==> src/verilog/power_coord_regs.vh <==
// Purpose: constants for the package power coordinator
// Assumes: bus clock at 100 MHz
// Notes: core and package state encodings, hint setting layout, timing
`ifndef POWER_COORD_REGS_VH
`define POWER_COORD_REGS_VH
// core idle states (3 bits)
`define CST_C0 3'h0
`define CST_C1_HALT 3'h1
`define CST_C1_WAIT 3'h2
`define CST_C2 3'h3
`define CST_C3 3'h4
`define CST_C4 3'h5
// package states (3 bits)
`define PKG_NORMAL 3'h0
`define PKG_STOP_GRANT 3'h1
`define PKG_STOP_GRANT_SNOOP 3'h2
`define PKG_SLEEP 3'h3
`define PKG_DEEP_SLEEP 3'h4
`define PKG_DEEPER_SLEEP 3'h5
// idle level read selectors (2 bits)
`define LVL_2 2'h0
`define LVL_3 2'h1
`define LVL_4 2'h2
// hint setting: three 3-bit fields, one per level read
`define HINT_LVL2_LSB 0
`define HINT_LVL3_LSB 3
`define HINT_LVL4_LSB 6
`define HINT_RESET 9'h1a3
// stop grant deadline after acknowledge response
`define STOP_GRANT_CLOCKS 20
`define STOP_GRANT_DELAY 5'h02
`endif

==> src/verilog/core_idle_tracker.v <==
// Purpose: idle state tracking for one core
// Assumes: requests are one-cycle pulses from same-clock logic
// Notes: level reads are mapped through a programmable hint setting
`timescale 1ns/100ps
`default_nettype none
`include "power_coord_regs.vh"
module core_idle_tracker (
   input wire clk,
   input wire srst,
   input wire halt_req,
   input wire wait_req,
   input wire [2:0] wait_hint,
   input wire lvl_req,
   input wire [1:0] lvl_sel,
   input wire [8:0] hint_cfg,
   input wire wake,
   output reg [2:0] state
);
   reg [2:0] lvl_hint;
   reg [2:0] next_state;

   // hints past the deepest state fall back to C4
   function [2:0] clamp_state;
      input [2:0] s;
      begin
         clamp_state = (s > `CST_C4) ? `CST_C4 : s;
      end
   endfunction

   // level read picks its hint from the setting
   always @* begin
      case (lvl_sel)
         `LVL_2: lvl_hint = hint_cfg[`HINT_LVL2_LSB +: 3];
         `LVL_3: lvl_hint = hint_cfg[`HINT_LVL3_LSB +: 3];
         default: lvl_hint = hint_cfg[`HINT_LVL4_LSB +: 3];
      endcase
   end

   // wake beats any request; no monitor arming needed
   always @* begin
      next_state = state;
      if (wake) begin
         next_state = `CST_C0;
      end else if (state == `CST_C0) begin
         if (halt_req) begin
            next_state = `CST_C1_HALT;
         end else if (wait_req) begin
            next_state = clamp_state(wait_hint);
         end else if (lvl_req) begin
            // converted internally, no bus read cycle
            next_state = clamp_state(lvl_hint);
         end
      end
   end

   always @(posedge clk) begin
      if (srst) begin
         state <= `CST_C0;
      end else begin
         state <= next_state;
      end
   end
endmodule // core_idle_tracker
`default_nettype wire

==> src/verilog/pkg_state_mapper.v <==
// Purpose: combine two core states into a target package state
// Assumes: core states use the codes of the constants header
// Notes: pure combinational lookup
`timescale 1ns/100ps
`default_nettype none
`include "power_coord_regs.vh"
module pkg_state_mapper (
   input wire [2:0] core0,
   input wire [2:0] core1,
   output reg [2:0] target
);
   reg [2:0] shallow;

   // shallower core sets the package level
   always @* begin
      shallow = (core0 < core1) ? core0 : core1;
      case (shallow)
         `CST_C2: target = `PKG_STOP_GRANT;
         `CST_C3: target = `PKG_DEEP_SLEEP;
         `CST_C4: target = `PKG_DEEPER_SLEEP;
         default: target = `PKG_NORMAL;
      endcase
   end
endmodule // pkg_state_mapper
`default_nettype wire

==> src/verilog/dual_cpu_package_power_coordinator.v <==
// Purpose: coordinate two cores' idle states into one package state
// Assumes: request pulses from core logic on CLK; chipset pins async
// Notes: level read request to the chipset is a one-cycle pulse
//
// Contract
// - each core enters halt, wait C1, C2, C3 and C4 on its own.
// - the package machine has Normal, Stop Grant, Stop Grant Snoop, Sleep, Deep Sleep and Deeper Sleep.
// - when both cores share a low state, a matching level read goes to the chipset.
// - the shallower core picks Normal, Stop Grant, Deep Sleep or Deeper Sleep.
// - idle is requested by the hinted wait instruction or by level reads.
// - a level read becomes a wait request inside and is no bus read cycle.
// - level reads work without an armed monitor address.
// - the hint for each level read comes from a programmable setting.
// - a break event during stop clock asserts the pending break output.
// - system logic returns the package to Normal and cores go back to C0.
// - each core reaches Stop Grant within 20 clocks of its acknowledge response.
// - masked latched interrupts also assert the pending break output.
// - a core in C2 issues no stop grant acknowledge without stop clock.
`timescale 1ns/100ps
`default_nettype none
`include "power_coord_regs.vh"
module dual_cpu_package_power_coordinator (
   input wire CLK,
   input wire SRST,
   input wire [1:0] HALT_REQ,
   input wire [1:0] WAIT_REQ,
   input wire [5:0] WAIT_HINT,
   input wire [1:0] LVL_REQ,
   input wire [3:0] LVL_SEL,
   input wire [8:0] HINT_CFG,
   input wire [1:0] BREAK_EVENT,
   input wire [1:0] MASKED_IRQ,
   input wire [1:0] CORE_WAKE,
   input wire [1:0] ACK_RESPONSE,
   input wire STOP_CLOCK_REQUEST_N,
   input wire SLEEP_N,
   input wire SNOOP,
   output reg PENDING_BREAK_EVENT_N,
   output reg IDLE_LEVEL_READ,
   output reg [1:0] IDLE_LEVEL_SEL,
   output reg [1:0] STOP_GRANT_ACK,
   output reg [1:0] CORE_STOP_GRANTED,
   output reg [2:0] PKG_STATE,
   output reg [5:0] CORE_STATE
);
   // two-flop synchronisers for chipset pins
   // stop clock, sleep and snoop come from the chipset with no
   // relation to our clock, so nothing reads the first flop.
   // the cost is two cycles of latency on every pin edge; the
   // stop grant deadline counts from the acknowledge response,
   // so that latency never eats into it.
   // pins are folded to active high here and nowhere else.
   reg [2:0] pin_meta;
   reg [2:0] pin_sync;
   wire stop_clk;
   wire sleep_act;
   wire snoop_act;

   always @(posedge CLK) begin
      if (SRST) begin
         pin_meta <= 3'h0;
         pin_sync <= 3'h0;
      end else begin
         pin_meta <= {SNOOP, ~SLEEP_N, ~STOP_CLOCK_REQUEST_N};
         pin_sync <= pin_meta;
      end
   end
   assign stop_clk = pin_sync[0];
   assign sleep_act = pin_sync[1];
   assign snoop_act = pin_sync[2];

   // package machine state
   // pkg is the live package state, target what the two cores
   // agree on right now, last_target the target of one cycle ago.
   // pbe is the internal pending break flag; the pin copy lags it
   // by one register so the output comes straight from a flop.
   // st0 and st1 are the live core states from the trackers.
   reg [2:0] pkg;
   reg [2:0] next_pkg;
   reg [2:0] last_target;
   reg pbe;
   wire [2:0] target;
   wire [2:0] st0;
   wire [2:0] st1;
   wire [1:0] wake;

   // a pending break wakes both cores, package leaves first
   // the wake is held back until pkg reads Normal so that no core
   // runs while the package still sits in a stopped state.
   // a wake from core logic passes straight through; it only
   // moves a core, and the package follows through the target.
   // limitation: a break wakes both cores, not only the one hit.
   assign wake = CORE_WAKE | {2{pbe & (pkg == `PKG_NORMAL)}};

   // one tracker per core; both share the hint setting.
   // the cores never look at each other, which keeps their
   // idle entry independent; only the mapper combines them.
   core_idle_tracker u_core0 (
      .clk(CLK),
      .srst(SRST),
      .halt_req(HALT_REQ[0]),
      .wait_req(WAIT_REQ[0]),
      .wait_hint(WAIT_HINT[2:0]),
      .lvl_req(LVL_REQ[0]),
      .lvl_sel(LVL_SEL[1:0]),
      .hint_cfg(HINT_CFG),
      .wake(wake[0]),
      .state(st0)
   );

   core_idle_tracker u_core1 (
      .clk(CLK),
      .srst(SRST),
      .halt_req(HALT_REQ[1]),
      .wait_req(WAIT_REQ[1]),
      .wait_hint(WAIT_HINT[5:3]),
      .lvl_req(LVL_REQ[1]),
      .lvl_sel(LVL_SEL[3:2]),
      .hint_cfg(HINT_CFG),
      .wake(wake[1]),
      .state(st1)
   );

   pkg_state_mapper u_map (
      .core0(st0),
      .core1(st1),
      .target(target)
   );

   // map a package state to the chipset level read selector
   // Stop Grant asks for level 2, Deep Sleep for level 3 and
   // Deeper Sleep for level 4; Normal never issues a read, so
   // its value here is only a harmless default.
   function [1:0] lvl_of;
      input [2:0] p;
      begin
         case (p)
            `PKG_DEEP_SLEEP: lvl_of = `LVL_3;
            `PKG_DEEPER_SLEEP: lvl_of = `LVL_4;
            default: lvl_of = `LVL_2;
         endcase
      end
   endfunction

   // level read request on each change of agreed target
   // the read is a single-cycle pulse with the selector beside it.
   // a change back to Normal issues nothing: leaving a low state
   // is driven by the break path, not by a new read.
   // the selector is loaded on every change, a change back to
   // Normal included, so after such a return it reads level 2.
   always @(posedge CLK) begin
      if (SRST) begin
         last_target <= `PKG_NORMAL;
         IDLE_LEVEL_READ <= 1'b0;
         IDLE_LEVEL_SEL <= `LVL_2;
      end else begin
         last_target <= target;
         IDLE_LEVEL_READ <= (target != last_target) &&
            (target != `PKG_NORMAL);
         if (target != last_target) begin
            IDLE_LEVEL_SEL <= lvl_of(target);
         end
      end
   end

   // package machine; a break wake drops to Normal first
   // deep states step back through Stop Grant before Normal.
   // snoop and sleep are only honoured from Stop Grant.
   // a break still pending in Normal blocks re-entry: the cores
   // are being woken in that very cycle and their old states
   // would otherwise pull the package straight back down.
   always @* begin
      next_pkg = pkg;
      case (pkg)
         `PKG_NORMAL: begin
            if (stop_clk && !pbe && target != `PKG_NORMAL) begin
               next_pkg = `PKG_STOP_GRANT;
            end
         end
         `PKG_STOP_GRANT: begin
            if (pbe || !stop_clk || target == `PKG_NORMAL) begin
               next_pkg = `PKG_NORMAL;
            end else if (snoop_act) begin
               next_pkg = `PKG_STOP_GRANT_SNOOP;
            end else if (sleep_act) begin
               next_pkg = `PKG_SLEEP;
            end else if (target == `PKG_DEEP_SLEEP) begin
               next_pkg = `PKG_DEEP_SLEEP;
            end else if (target == `PKG_DEEPER_SLEEP) begin
               next_pkg = `PKG_DEEPER_SLEEP;
            end
         end
         `PKG_STOP_GRANT_SNOOP: begin
            // back once the snoop has been serviced
            if (!snoop_act) begin
               next_pkg = `PKG_STOP_GRANT;
            end
         end
         `PKG_SLEEP: begin
            if (!sleep_act) begin
               next_pkg = `PKG_STOP_GRANT;
            end
         end
         `PKG_DEEP_SLEEP, `PKG_DEEPER_SLEEP: begin
            // a break leaves before the cores resume; a target change follows a core already woken
            if (pbe || !stop_clk || target != pkg) begin
               next_pkg = `PKG_STOP_GRANT;
            end
         end
         default: next_pkg = `PKG_NORMAL;
      endcase
   end

   always @(posedge CLK) begin
      if (SRST) begin
         pkg <= `PKG_NORMAL;
      end else begin
         pkg <= next_pkg;
      end
   end

   // pending break: events or masked latched interrupts in stop clock
   // masked interrupts count as well, since the interrupt enable
   // flag only blocks servicing, not the need to wake.
   // the flag drops once the package is back in Normal or the
   // chipset has let go of stop clock; a new event in that same
   // cycle keeps it set only while stop clock is still asserted.
   always @(posedge CLK) begin
      if (SRST) begin
         pbe <= 1'b0;
      end else if (stop_clk && (|BREAK_EVENT || |MASKED_IRQ)) begin
         pbe <= 1'b1;
      end else if (pkg == `PKG_NORMAL || !stop_clk) begin
         pbe <= 1'b0; // set above wins over this clear
      end
   end

   // per-core stop grant acknowledge and deadline counters
   // each core sends one acknowledge per stop clock assertion.
   // the counter starts at the acknowledge response and grants
   // after a short fixed delay, far inside the 20 clock limit.
   // everything rearms when stop clock drops, so the next
   // assertion gets a fresh acknowledge.
   reg [4:0] grant_cnt [0:1];
   reg [1:0] ack_sent;
   reg [1:0] counting;
   integer i;

   // ack only with stop clock asserted grant by 20 clocks
   always @(posedge CLK) begin
      if (SRST) begin
         STOP_GRANT_ACK <= 2'h0;
         CORE_STOP_GRANTED <= 2'h0;
         ack_sent <= 2'h0;
         counting <= 2'h0;
         for (i = 0; i < 2; i = i + 1) begin
            grant_cnt[i] <= 5'h00;
         end
      end else begin
         for (i = 0; i < 2; i = i + 1) begin
            STOP_GRANT_ACK[i] <= stop_clk && !ack_sent[i];
            if (!stop_clk) begin
               ack_sent[i] <= 1'b0;
               counting[i] <= 1'b0;
               CORE_STOP_GRANTED[i] <= 1'b0;
               grant_cnt[i] <= 5'h00;
            end else begin
               if (!ack_sent[i]) begin
                  ack_sent[i] <= 1'b1;
               end
               if (ACK_RESPONSE[i] && !counting[i]) begin
                  counting[i] <= 1'b1;
                  grant_cnt[i] <= 5'h00;
               end else if (counting[i] && !CORE_STOP_GRANTED[i]) begin
                  grant_cnt[i] <= grant_cnt[i] + 5'h01;
                  if (grant_cnt[i] >= `STOP_GRANT_DELAY) begin
                     CORE_STOP_GRANTED[i] <= 1'b1;
                  end
               end
            end
         end
      end
   end

   // registered copies for the top outputs
   // every top output leaves from a flop; the state copies lag
   // the live state by one cycle, which the chipset tolerates
   // because it only reacts to the level read, the stop grant acknowledge and the break pin.
   always @(posedge CLK) begin
      if (SRST) begin
         PENDING_BREAK_EVENT_N <= 1'b1;
         PKG_STATE <= `PKG_NORMAL;
         CORE_STATE <= 6'h00;
      end else begin
         PENDING_BREAK_EVENT_N <= ~pbe;
         PKG_STATE <= pkg;
         CORE_STATE <= {st1, st0};
      end
   end
endmodule // dual_cpu_package_power_coordinator
`default_nettype wire

==> config.mk <==
export PLATFORM = sky130hd
export DESIGN_NAME = dual_cpu_package_power_coordinator
export DESIGN_NICKNAME = d
export VERILOG_FILES = /design/src/verilog/core_idle_tracker.v /design/src/verilog/pkg_state_mapper.v /design/src/verilog/dual_cpu_package_power_coordinator.v
export VERILOG_INCLUDE_DIRS = /design/src /design/src/verilog
export SDC_FILE = /design/constraint.sdc
export NUM_CORES = 1
export LEC_CHECK = 0
export ABC_AREA = 0
export ABC_CLOCK_PERIOD_IN_PS = 3100
export BUFFER_PORTS_ARGS = -buffer_cell sky130_fd_sc_hd__buf_2
export CAP_MARGIN = 20
export CORE_AREA = 3 3 72 74
export CTS_BUF_LIST = sky130_fd_sc_hd__clkbuf_16
export DETAILED_ROUTE_END_ITERATION = 16
export DIE_AREA = 0 0 75 77
export HOLD_SLACK_MARGIN = 0.02
export PLACE_DENSITY = 0.74
export SLEW_MARGIN = 0
export SYNTH_ARGS = -nofsm -noshare
export SYNTH_HDL_FRONTEND = slang
export SYNTH_HIERARCHICAL = 1
export SYNTH_SLANG_ARGS = --single-unit
==> constraint.sdc <==
create_clock -name CLK -period 3.1 [get_ports CLK]
set_input_delay 0.62 -clock CLK [delete_from_list [all_inputs] [get_ports CLK]]
set_output_delay 0.62 -clock CLK [all_outputs]
set_load 0.01 [all_outputs]
# Word-level counts from Yosys, hierarchy flattened
# Memory sizes are Yosys's and may differ from the RTL's.
# Index checks and enable logic that the tools add are counted.
# word_totals
reg_bits,39
latchBits,0
mem_bits_rw,10
romBits,0
inputBits,38
out_inout_bits,17
elab_cells,162
memories,1
# mem_list
memory,words,width,rd,rd_clocked_by_memory_dff,write_ports,line,source
grant_cnt,2,5,2,0,2,dual_cpu_package_power_coordinator.v:244,reg [4:0] grant_cnt [0:1];
# classes
n_addsub,2
mul,0
div_mod_pow,0
magnitude_cmp,7
eq_ne,19
shift,0
mux,57
bitwise_logic,14
n_reduce_logical,44
# ops
cell,n
$mux 3,20
$mux 5,6
$mux 1,26
$eq 3x3->1 const B,6
$pmux 3 s5,1
$gt 3x3->1 const B,4
$logic_not 3->1,4
$pmux 3 s2,2
$reduce_or 2->1,6
$add 5x1->5 const B,2
$ge 5x2->1 const B,2
$logic_and 1x1->1,10
$eq 3x2->1 const B,3
$pmux 3 s3,1
$reduce_bool 3->1,3
$logic_not 1->1,8
$ne 2x2->1 const B,4
$ne 3x3->1,2
$ne 6x6->1 const B,1
$not 1->1,6
$or 1x1->1,6
$reduce_and 3->1,2
$logic_or 1x1->1,5
$reduce_and 5->1,1
9 further kinds,12

# Depth between registers and ports, before layout
# Gate-level depths: netlist (run 1).
# logic_depth
depth_word,11
depth_mapped,10
mapped_depth_nobuf,9

# Modules after synthesis
# Netlist (run 1), hierarchy kept.
# modules_own_cells
mod,n_inst,cells_per_inst,area_each_um2,seq_area_each_um2
dual_cpu_package_power_coordinator,1,162,1680.4,940.9
core_idle_tracker,2,33,247.7,60.1
pkg_state_mapper,1,19,135.1,0.0

# Worst setup path after synthesis (run 1)
# No wires, ideal clock.
# synth_timing
path_type,reg2reg
from,register u_core1.state[1]
to,register pkg[1]
setup_time_ps,79
t_arrival_ps,1876
required_time_ps,3021
path_slack_ps,1145
stages_incl_launch_ff,10
n_path_buf,0
period_less_slack_ps,1955
cell_sequence,dfxtp_1 -> inv_1 -> ha_1 -> nand2_1 -> o21ai_2 -> mux2i_1 -> nor3_2 -> nor3b_2 -> o211ai_1 -> a211oi_2
# synth_via
elab_chain_cells,10
elab_cells_between_ends,23
classes_between,order compare: 1; eq/ne: 9; mux: 7; reduce/logical: 6
# synth_lines
element,line,source
from (decl),core_idle_tracker.v:17,output reg [2:0] state
from (signal assigned),core_idle_tracker.v:58,state <= `CST_C0;
from (signal assigned),core_idle_tracker.v:60,state <= next_state;
$lt 3x3->1,pkg_state_mapper.v:16,shallow = (core0 < core1) ? core0 : core1;
$mux 3 *,pkg_state_mapper.v:16,
$eq 3x3->1 or $eq 3x2->1 (tied branches),pkg_state_mapper.v:17,case (shallow)
$pmux 3 s3 *,pkg_state_mapper.v:17,
via target[2],dual_cpu_package_power_coordinator.v:82,wire [2:0] target;
$eq 3x3->1,-,
$mux 3,dual_cpu_package_power_coordinator.v:187,end else if (target == `PKG_DEEP_SLEEP) begin
$mux 3,dual_cpu_package_power_coordinator.v:185,end else if (sleep_act) begin
$mux 3,dual_cpu_package_power_coordinator.v:183,end else if (snoop_act) begin
$mux 3,dual_cpu_package_power_coordinator.v:181,if (pbe || !stop_clk || target == `PKG_NORMAL) begin
$pmux 3 s5,dual_cpu_package_power_coordinator.v:174,case (pkg)
to (signal assigned),dual_cpu_package_power_coordinator.v:216,pkg <= `PKG_NORMAL;
to (signal assigned),dual_cpu_package_power_coordinator.v:218,pkg <= next_pkg;
to (decl),dual_cpu_package_power_coordinator.v:78,reg [2:0] pkg;
# Mark *: on every way through the listed nets, which the timed path passes. The rest lies on a longest branch.
# A chain may end at the register's enable or synchronous reset.

# Worst setup path after layout (run 1)
# Same ends and word-level chain as after synthesis.

==> results of run 1 <==
-- kinds of logic (layout without fill, tap and decap cells) --
logic type      after synthesis  after routing  share of synthesized area, %
other cells                   1              1                         0.162
buf+inv                      26             78                          5.25
simple gates                 96             96                          22.5
fa+ha+maj                     7              7                          3.79
xor+xnor                     12             12                          4.55
mux                          10             10                          4.44
flops                        48             48                          45.9
compound gates               47             47                          13.4
-- power by group through the flow --
stage          registers (µW)  clock network [µW]  logic (µW)
2_1_floorplan             673                   0        70.4
3_3_place_gp              675                   0         111
3_5_place_dp              675                   0         111
4_1_cts                   661                 599         112
5_1_grt                   663                 629         126
6_report                  661                 585         112
-- per-stage QoR --
step                      power (µW)  cells  cell area [µm²]  hold slack, ns
after floorplan                  744    247             2310           0.368
after global placement           786    345             2590           0.369
after detailed placement         786    345             2590           0.380
after CTS                       1370    353             2760           0.393
after global routing            1420    353             2760           0.414
final                           1360    353             2760           0.387
-- area by class of cell --
| class | instances | area [µm²] |
|---|---|---|
| multi-input cells | 173 | 1130 |
| flip-flops and latches | 48 | 1060 |
| well taps | 54 | 67.6 |
| clock inverters | 3 | 38.8 |
| repair buffers | 55 | 278 |
| inverters | 15 | 56.3 |
| clock buffers | 5 | 125 |
| fillers | 410 | 1910 |
-- Yosys cell counts, drive strengths merged --
library cell / n
a211o: 1
a211oi: 3
a21o: 2
a21oi: 13
a31o: 2
a31oi: 5
and2: 1
and2b: 1
buf: 8
clkbuf: 3
conb: 1
dfxtp: 38
edfxtp: 10
ha: 7
inv: 15
mux2: 2
mux2i: 8
nand2: 11
nand2b: 6
nand3: 7
nand4: 2
nand4b: 1
nor2: 29
nor2b: 20
nor3: 8
nor3b: 4
nor4: 1
nor4b: 3
o211a: 2
o211ai: 2
o21ai: 14
o311ai: 2
o31ai: 1
or4: 2
xnor2: 6
xor2: 6
-- routing by layer --
| metal | global-route usage (%) | vias to the layer above | wire length, µm |
|---|---|---|---|
| met5 | 0 | - | 0 |
| met4 | 5.87 | 0 | 51 |
| met3 | 4.98 | 4 | 222 |
| met2 | 24.8 | 38 | 1950 |
| met1 | 18.7 | 820 | 2000 |
| li1 | - | 950 | - |
-- worst register-to-register path: stages, from the launching register on --
cell and delay (ns):
dfxtp_1 0.44, inv_1 0.11, ha_1 0.29, nand2_1 0.06, o21ai_2 0.16, mux2i_1 0.61
nor3_2 0.13, nor3b_2 0.26, o211ai_1 0.15, a211oi_2 0.19
-- final timing paths --
kind / start / depth (start not counted) / slack, ns / end
max: u_core1/state[1] / 9 / 0.62 / pkg[1]
min: ack_sent[0] / 1 / 0.39 / STOP_GRANT_ACK[0]
max reg2reg: u_core1/state[1] / 9 / 0.62 / pkg[1]
min reg2reg: ack_sent[0] / 1 / 0.39 / STOP_GRANT_ACK[0]
-- sequential cells by signal, summed over array words and instances, names as in the netlist, 2 cells and up --
register           count
pkg                    3
u_core1/state          3
pin_sync               3
IDLE_LEVEL_SEL         2
counting               2
PKG_STATE              3
CORE_STATE             6
pin_meta               3
CORE_STOP_GRANTED      2
u_core0/state          3
grant_cnt             10
last_target            3
==> tab_implementation.tex, run 1 <==
\begin{tabular}{lr}
\hline
Metric & Value \\
\hline
\multicolumn{2}{l}{\textbf{Clock tree}} \\
\quad CTS hold repair buffers & 0 \\
\quad Number of gates given a new drive strength after cts & 0 \\
\quad Root buffer cell & clkbuf\_16 \\
\quad TritonCTS clock tree & built \\
\quad Number of buffers created by CTS & 5 \\
\quad Register clock-pin slew on the reported worst setup and hold paths & 0.06 ns \\
\quad Clk sinks & 48 \\
\quad Clk\_lat worst skew & approximately 0.28 ns \\
\quad Max clock buf depth & 2 \\
\quad Maximum level of the CTS H-tree & 2 \\
\quad Setup fix buffers added after clock tree synthesis & 0 \\
\multicolumn{2}{l}{\textbf{STA}} \\
\quad Fmax & slightly above 400 MHz \\
\quad Final clock period utilization by the worst path & between 70\% and 80\% \\
\quad Fin. max-slew vios & 0 \\
\quad Worst slew margin & 48.1\% \\
\quad Final setup violation count & 0 \\
\quad Worst Setup Slack, final & around 0.62 ns \\
\quad Transition at the pin with the smallest max-transition slack & 0.770 ns \\
\quad Minimum clock period after layout & 2.48 ns \\
\quad Setup repair after global routing missed its margin & no \\
\quad Setup tns final & 0 ns \\
\quad Final hold violation count & 0 \\
\quad Clock skew after layout & 0.00517 ns \\
\multicolumn{2}{l}{\textbf{Worst setup path}} \\
\quad Cells along the critical path & inv\_1 > ha\_1 > nand2\_1 > o21ai\_2 > mux2i\_1 > nor3\_2 > nor3b\_2 > o211ai\_1 > a211oi\_2 \\
\quad Crit-path max cell delay & 0.61 ns \\
\quad Startpoint class of the critical path & register \\
\quad Worst path top cell family by delay & multiplexers \\
\quad Critical path data required time & $\sim$3.3 ns \\
\quad Standard cell with the maximum stage delay on the critical path & mux2i\_1 \\
\quad Element type at the critical path end & register \\
\quad Crit path kind & register to register \\
\quad Largest fanout of any net on the critical path & 7 \\
\quad Number of buffers and inverters on the critical path & 1 \\
\quad Crit path DAT & 2.68 ns \\
\multicolumn{2}{l}{\textbf{Die}} \\
\quad Overall die width & 75 µm \\
\quad Standard cell core area & roughly 4700 µm² \\
\quad I/O pin count & between 50 and 60 \\
\quad Row cnt & 25 \\
\quad Die extent in y & between 70 and 80 µm \\
\quad Effective utilization at floorplan & 49.6\% \\
\quad Die area & 5780 µm² \\
\multicolumn{2}{l}{\textbf{Layout}} \\
\quad Area growth from synthesis to final layout & 19.2\% \\
\quad Layout cells sized above 1 & 25.1\% \\
\quad Final design utilization & about three fifths \\
\quad Final nets & 343 \\
\quad Most frequent standard cell in the layout excluding fill and tap cells & buf\_2 \\
\quad Most used cells in the layout excluding fill and tap cells & buf\_2, dfxtp\_1, nor2\_1, nor2b\_1, inv\_1 \\
\quad Number of antenna cells inserted & 0 \\
\multicolumn{2}{l}{\textbf{Yosys}} \\
\quad Share of Yosys cell area claimed by the top area cell type & 32.9\% \\
\quad Largest cells by area after synthesis & dfxtp\_1, edfxtp\_1, nor2b\_1, nor2\_1, ha\_1 \\
\quad Number of storage elements in the synthesis netlist & 48 \\
\quad Yosys top cell by area & dfxtp\_1 \\
\quad Post-Synthesis Cells & 247 \\
\quad Synthesis Warnings & 6 \\
\quad Number of library cell types mapped by synthesis & 44 \\
\quad Share of synthesized area occupied by flip-flops and latches & 45.9\% \\
\quad Netlist Area Pre-Place & 2310 µm² \\
\quad Average cell area after synthesis & 9.36 µm² \\
\quad Net count after synthesis & 292 \\
\multicolumn{2}{l}{\textbf{Power}} \\
\quad Combinational Power Share & 8.3\% \\
\quad Sequential share of power & 48.7\% \\
\quad Switching power total & 278 µW \\
\quad Clock network fraction of design power & 43.1\% \\
\quad Switching share of power & between 20\% and 30\% \\
\quad Static power due to leakage & 0.00125 µW \\
\quad Internal power & around 1100 µW \\
\quad VDD IR max & 0.370 mV \\
\quad Power per cell area & between 400 and 500 nW/µm² \\
\multicolumn{2}{l}{\textbf{Place}} \\
\quad Port buffer count & 54 \\
\quad Detail Placement HPWL & about 3200 µm \\
\quad Routability Congestion & 0.843 \\
\quad Worst setup timing slack at the placement stage & 0.666 ns \\
\multicolumn{2}{l}{\textbf{GRT}} \\
\quad Global-route wire length before repair & approximately 6900 µm \\
\quad Aggregate global-route resource usage & about 15\% \\
\quad Number of antenna violations at the first check in global routing & 0 \\
\quad Residual overflow from global routing & 0 \\
\quad Largest net degree at the start of global routing & 27 \\
\quad Via count of the first global-routing pass & 1587 \\
\multicolumn{2}{l}{\textbf{Drt}} \\
\quad Final antenna-violating net count & 0 \\
\quad Via density per instance & 5.13 \\
\quad Detailed-router iteration count before antenna repair & 4 \\
\quad Via total after detailed routing & approximately 1800 \\
\quad Total Wirelength & 4220 µm \\
\quad Post-DR wirelength/cell & between 10 and 15 µm \\
\quad Post-detailed-route DRC marker count & 0 \\
\quad Number of DRC violations after detailed-routing iteration 0 & 54 \\
\multicolumn{2}{l}{\textbf{Job}} \\
\quad Number of max-cap violations & 0 \\
\multicolumn{2}{l}{\textbf{Worst hold path}} \\
\quad Class of the tightest hold or removal check & register to register \\
\multicolumn{2}{l}{\textbf{Outcome}} \\
\quad Outcome & finished clean \\
\hline
\end{tabular}
(Power assumes the default switching activity.)
==> run 2: changes to the inputs <==
- ABC_CLOCK_PERIOD_IN_PS: 3100 -> 2150
- CORE_AREA: 3 3 72 74 -> 3 3 74 76
- DIE_AREA: 0 0 75 77 -> 0 0 77 79
- PLACE_DENSITY: 0.74 -> 0.73
- clock period: 3.1 -> 2.15 ns (I/O delays scaled with it)
==> tab_implementation.tex, run 2 (same netlist as run 1, synthesis figures left out) <==
\begin{tabular}{lr}
\hline
Metric & Value \\
\hline
\multicolumn{2}{l}{\textbf{Worst setup path}} \\
\quad Crit path kind & register to register \\
\quad Critical path data required time & 2.36 ns (-0.94 ns) \\
\quad Crit path DAT & 2.19 ns (-0.49 ns) \\
\quad Worst R2R Path Depth & 8 (-1) \\
\quad Largest fanout of any net on the critical path & 7 (unchanged) \\
\quad Startpoint class of the critical path & register \\
\quad Element type at the critical path end & register \\
\multicolumn{2}{l}{\textbf{Clock tree}} \\
\quad Number of buffers created by CTS & 5 (unchanged) \\
\quad Maximum level of the CTS H-tree & 2 (unchanged) \\
\quad Max clock buf depth & 2 (unchanged) \\
\quad Register clock-pin slew on the reported worst setup and hold paths & 0.06 ns (about the same) \\
\quad Clk sinks & 48 (unchanged) \\
\quad Root buffer cell & clkbuf\_16 \\
\quad TritonCTS clock tree & built \\
\quad Clk\_lat worst skew & 0.29 ns (about the same) \\
\multicolumn{2}{l}{\textbf{Layout}} \\
\quad Most flops, register & grant\_cnt \\
\quad Most frequent standard cell in the layout excluding fill and tap cells & buf\_2 \\
\quad Sequential cell area in the final layout & 1060 µm² (+0.12\%) \\
\quad Area of the multi-input gates & 1130 µm² (+0.33\%) \\
\quad Layout cells sized above 1 & 26.7\% (+1.6 points) \\
\quad Most used cells in the layout excluding fill and tap cells & buf\_2, dfxtp\_1, nor2\_1, nor2b\_1, inv\_1 \\
\quad Final nets & 347 (+1.2\%) \\
\quad Number of antenna cells inserted & 0 (unchanged) \\
\quad Max reg flops & 10 (unchanged) \\
\quad Fill cell instance count of the final layout & 438 (+6.8\%) \\
\quad Post-Layout Inst Area & 2810 µm² (+1.9\%) \\
\quad Registers with the most flip-flops & grant\_cnt x10, CORE\_STATE x6 \\
\quad Final design utilization & 58.6\% (-0.47 points) \\
\quad Area growth from synthesis to final layout & 21.4\% \\
\multicolumn{2}{l}{\textbf{GRT}} \\
\quad Via count of the first global-routing pass & 1670 (+5.2\%) \\
\quad Largest net degree at the start of global routing & 27 (unchanged) \\
\quad Residual overflow from global routing & 0 (unchanged) \\
\quad Number of antenna violations at the first check in global routing & 0 (unchanged) \\
\quad Global-route wire length before repair & 7410 µm (+7.6\%) \\
\quad Aggregate global-route resource usage & 14.9\% (-0.53 points) \\
\multicolumn{2}{l}{\textbf{STA}} \\
\quad Final clock period utilization by the worst path & 92.1\% (+12 points) \\
\quad Worst Setup Slack, final & 0.170 ns (-0.451 ns) \\
\quad Final setup violation count & 0 (unchanged) \\
\quad Setup repair after global routing missed its margin & yes \\
\quad Fin. max-slew vios & 0 (unchanged) \\
\quad Minimum clock period after layout & 1.98 ns (-0.499 ns) \\
\quad Fmax & 505 MHz (+25\%) \\
\quad Worst slew margin & 49.7\% (+1.6 points) \\
\quad Post-route worst hold slack & 0.287 ns (-0.100 ns) \\
\quad Clock skew after layout & 0.00598 ns (+0.000808 ns) \\
\quad Final hold violation count & 0 (unchanged) \\
\quad Transition at the pin with the smallest max-transition slack & 0.746 ns (-0.0232 ns) \\
\multicolumn{2}{l}{\textbf{Place}} \\
\quad Worst setup timing slack at the placement stage & 0.0843 ns (-0.581 ns) \\
\quad Routability Congestion & 0.830 (-1.5\%) \\
\quad Port buffer count & 54 (unchanged) \\
\quad Total cell area at the placement stage & 2640 µm² (+1.8\%) \\
\quad Detail Placement HPWL & 3340 µm (+4.5\%) \\
\multicolumn{2}{l}{\textbf{Worst hold path}} \\
\quad Class of the tightest hold or removal check & input port to register \\
\quad Worst Hold Path Cells & 2 (+1) \\
\multicolumn{2}{l}{\textbf{Drt}} \\
\quad Post-DR wirelength/cell & 12.0 µm (+0.42\%) \\
\quad Post-detailed-route DRC marker count & 0 (unchanged) \\
\quad Number of DRC violations after detailed-routing iteration 0 & 86 (+59\%) \\
\quad Via total after detailed routing & 1841 (+1.6\%) \\
\quad Via density per instance & 4.98 (-3.1\%) \\
\quad Final antenna-violating net count & 0 (unchanged) \\
\quad Detailed-router iteration count before antenna repair & 4 (unchanged) \\
\quad Total Wirelength & 4440 µm (+5.3\%) \\
\multicolumn{2}{l}{\textbf{Die}} \\
\quad Standard cell core area & 4790 µm² (+2.7\%) \\
\quad I/O pin count & 55 (unchanged) \\
\quad Effective utilization at floorplan & 48.3\% (-1.3 points) \\
\quad Die extent in y & 79 µm (+2.6\%) \\
\quad Die area & 6080 µm² (+5.3\%) \\
\quad Row cnt & 25 (unchanged) \\
\quad Overall die width & 77 µm (+2.7\%) \\
\multicolumn{2}{l}{\textbf{Power}} \\
\quad Power per cell area & 705 nW/µm² (+43\%) \\
\quad VDD IR max & 0.454 mV (+23\%) \\
\quad Power, Total & 1980 µW (+46\%) \\
\quad Static power due to leakage & 0.00127 µW (+1.5\%) \\
\multicolumn{2}{l}{\textbf{Outcome}} \\
\quad Outcome & finished clean \\
\multicolumn{2}{l}{\textbf{Job}} \\
\quad Number of max-cap violations & 0 (unchanged) \\
\hline
\end{tabular}
==> run 2: cell types whose count changed in the layout (fill, tap and decap cells not counted), sizes merged <==
cell	change
buf	+4
==> run 2: through the flow <==
step | TNS, ns | cells
global placement | 0 | 362
global route | -0.00570 | 370
floorplan | 0 | 247
CTS | 0 | 370
detailed placement | 0 | 362
finish | 0 | 370
==> run 2: critical path: stages, from the launching register on <==
cell and delay [ns]:
dfxtp_2 0.36, ha_1 0.30, nand2_1 0.06, o21ai_2 0.18, mux2i_2 0.36, nor3_2 0.09
nor3b_2 0.23, o211ai_1 0.14, a211oi_2 0.19
==> run 2: report_power, final <==
part / leakage [µW] / switching [µW] / internal, µW
clock network: 0.0000850 / 317 / 542
logic: 0.000752 / 85.1 / 81.4
registers: 0.000431 / 15.1 / 937
==> run 2: cell type report <==
cell class / instances / share of cell area (%)
Timing Repair Buffer: 59 / 11.0
Multi-Input combinational cell: 173 / 40.3
Clock inverter: 3 / 1.38
Inverter: 15 / 2.01
Sequential cell: 48 / 37.9
Tap cell: 67 / 2.99
Clock buffer: 5 / 4.46
==> run 2: worst paths after layout <==
| kind | slack (ns) | end | start |
|---|---|---|---|
| setup / recovery | 0.17 | pkg[1] | u_core0/state[2] |
| hold / removal | 0.29 | pin_meta[1] | SLEEP_N |
| setup reg to reg | 0.17 | pkg[1] | u_core0/state[2] |
| hold reg to reg | 0.39 | STOP_GRANT_ACK[0] | ack_sent[0] |
==> run 2: metal layers <==
metal / global-route usage, % / part of all wire, % / up-vias
li1: - / - / 954
met1: 20.1 / 49 / 834
met2: 23.3 / 45 / 48
met3: 3.63 / 5.2 / 5
met4: 4.98 / 1.1 / 0
met5: 0 / 0 / -
==> run 2: timing repair <==
| action | 4_1_cts | 5_1_grt |
|---|---|---|
| setup endpoints to repair | 0 | 5 |
| setup buffers | 0 | 0 |
| endpoints found under the hold margin | 0 | 0 |
| hold buffers | 0 | 0 |
| gates resized for setup | 0 | 2 |
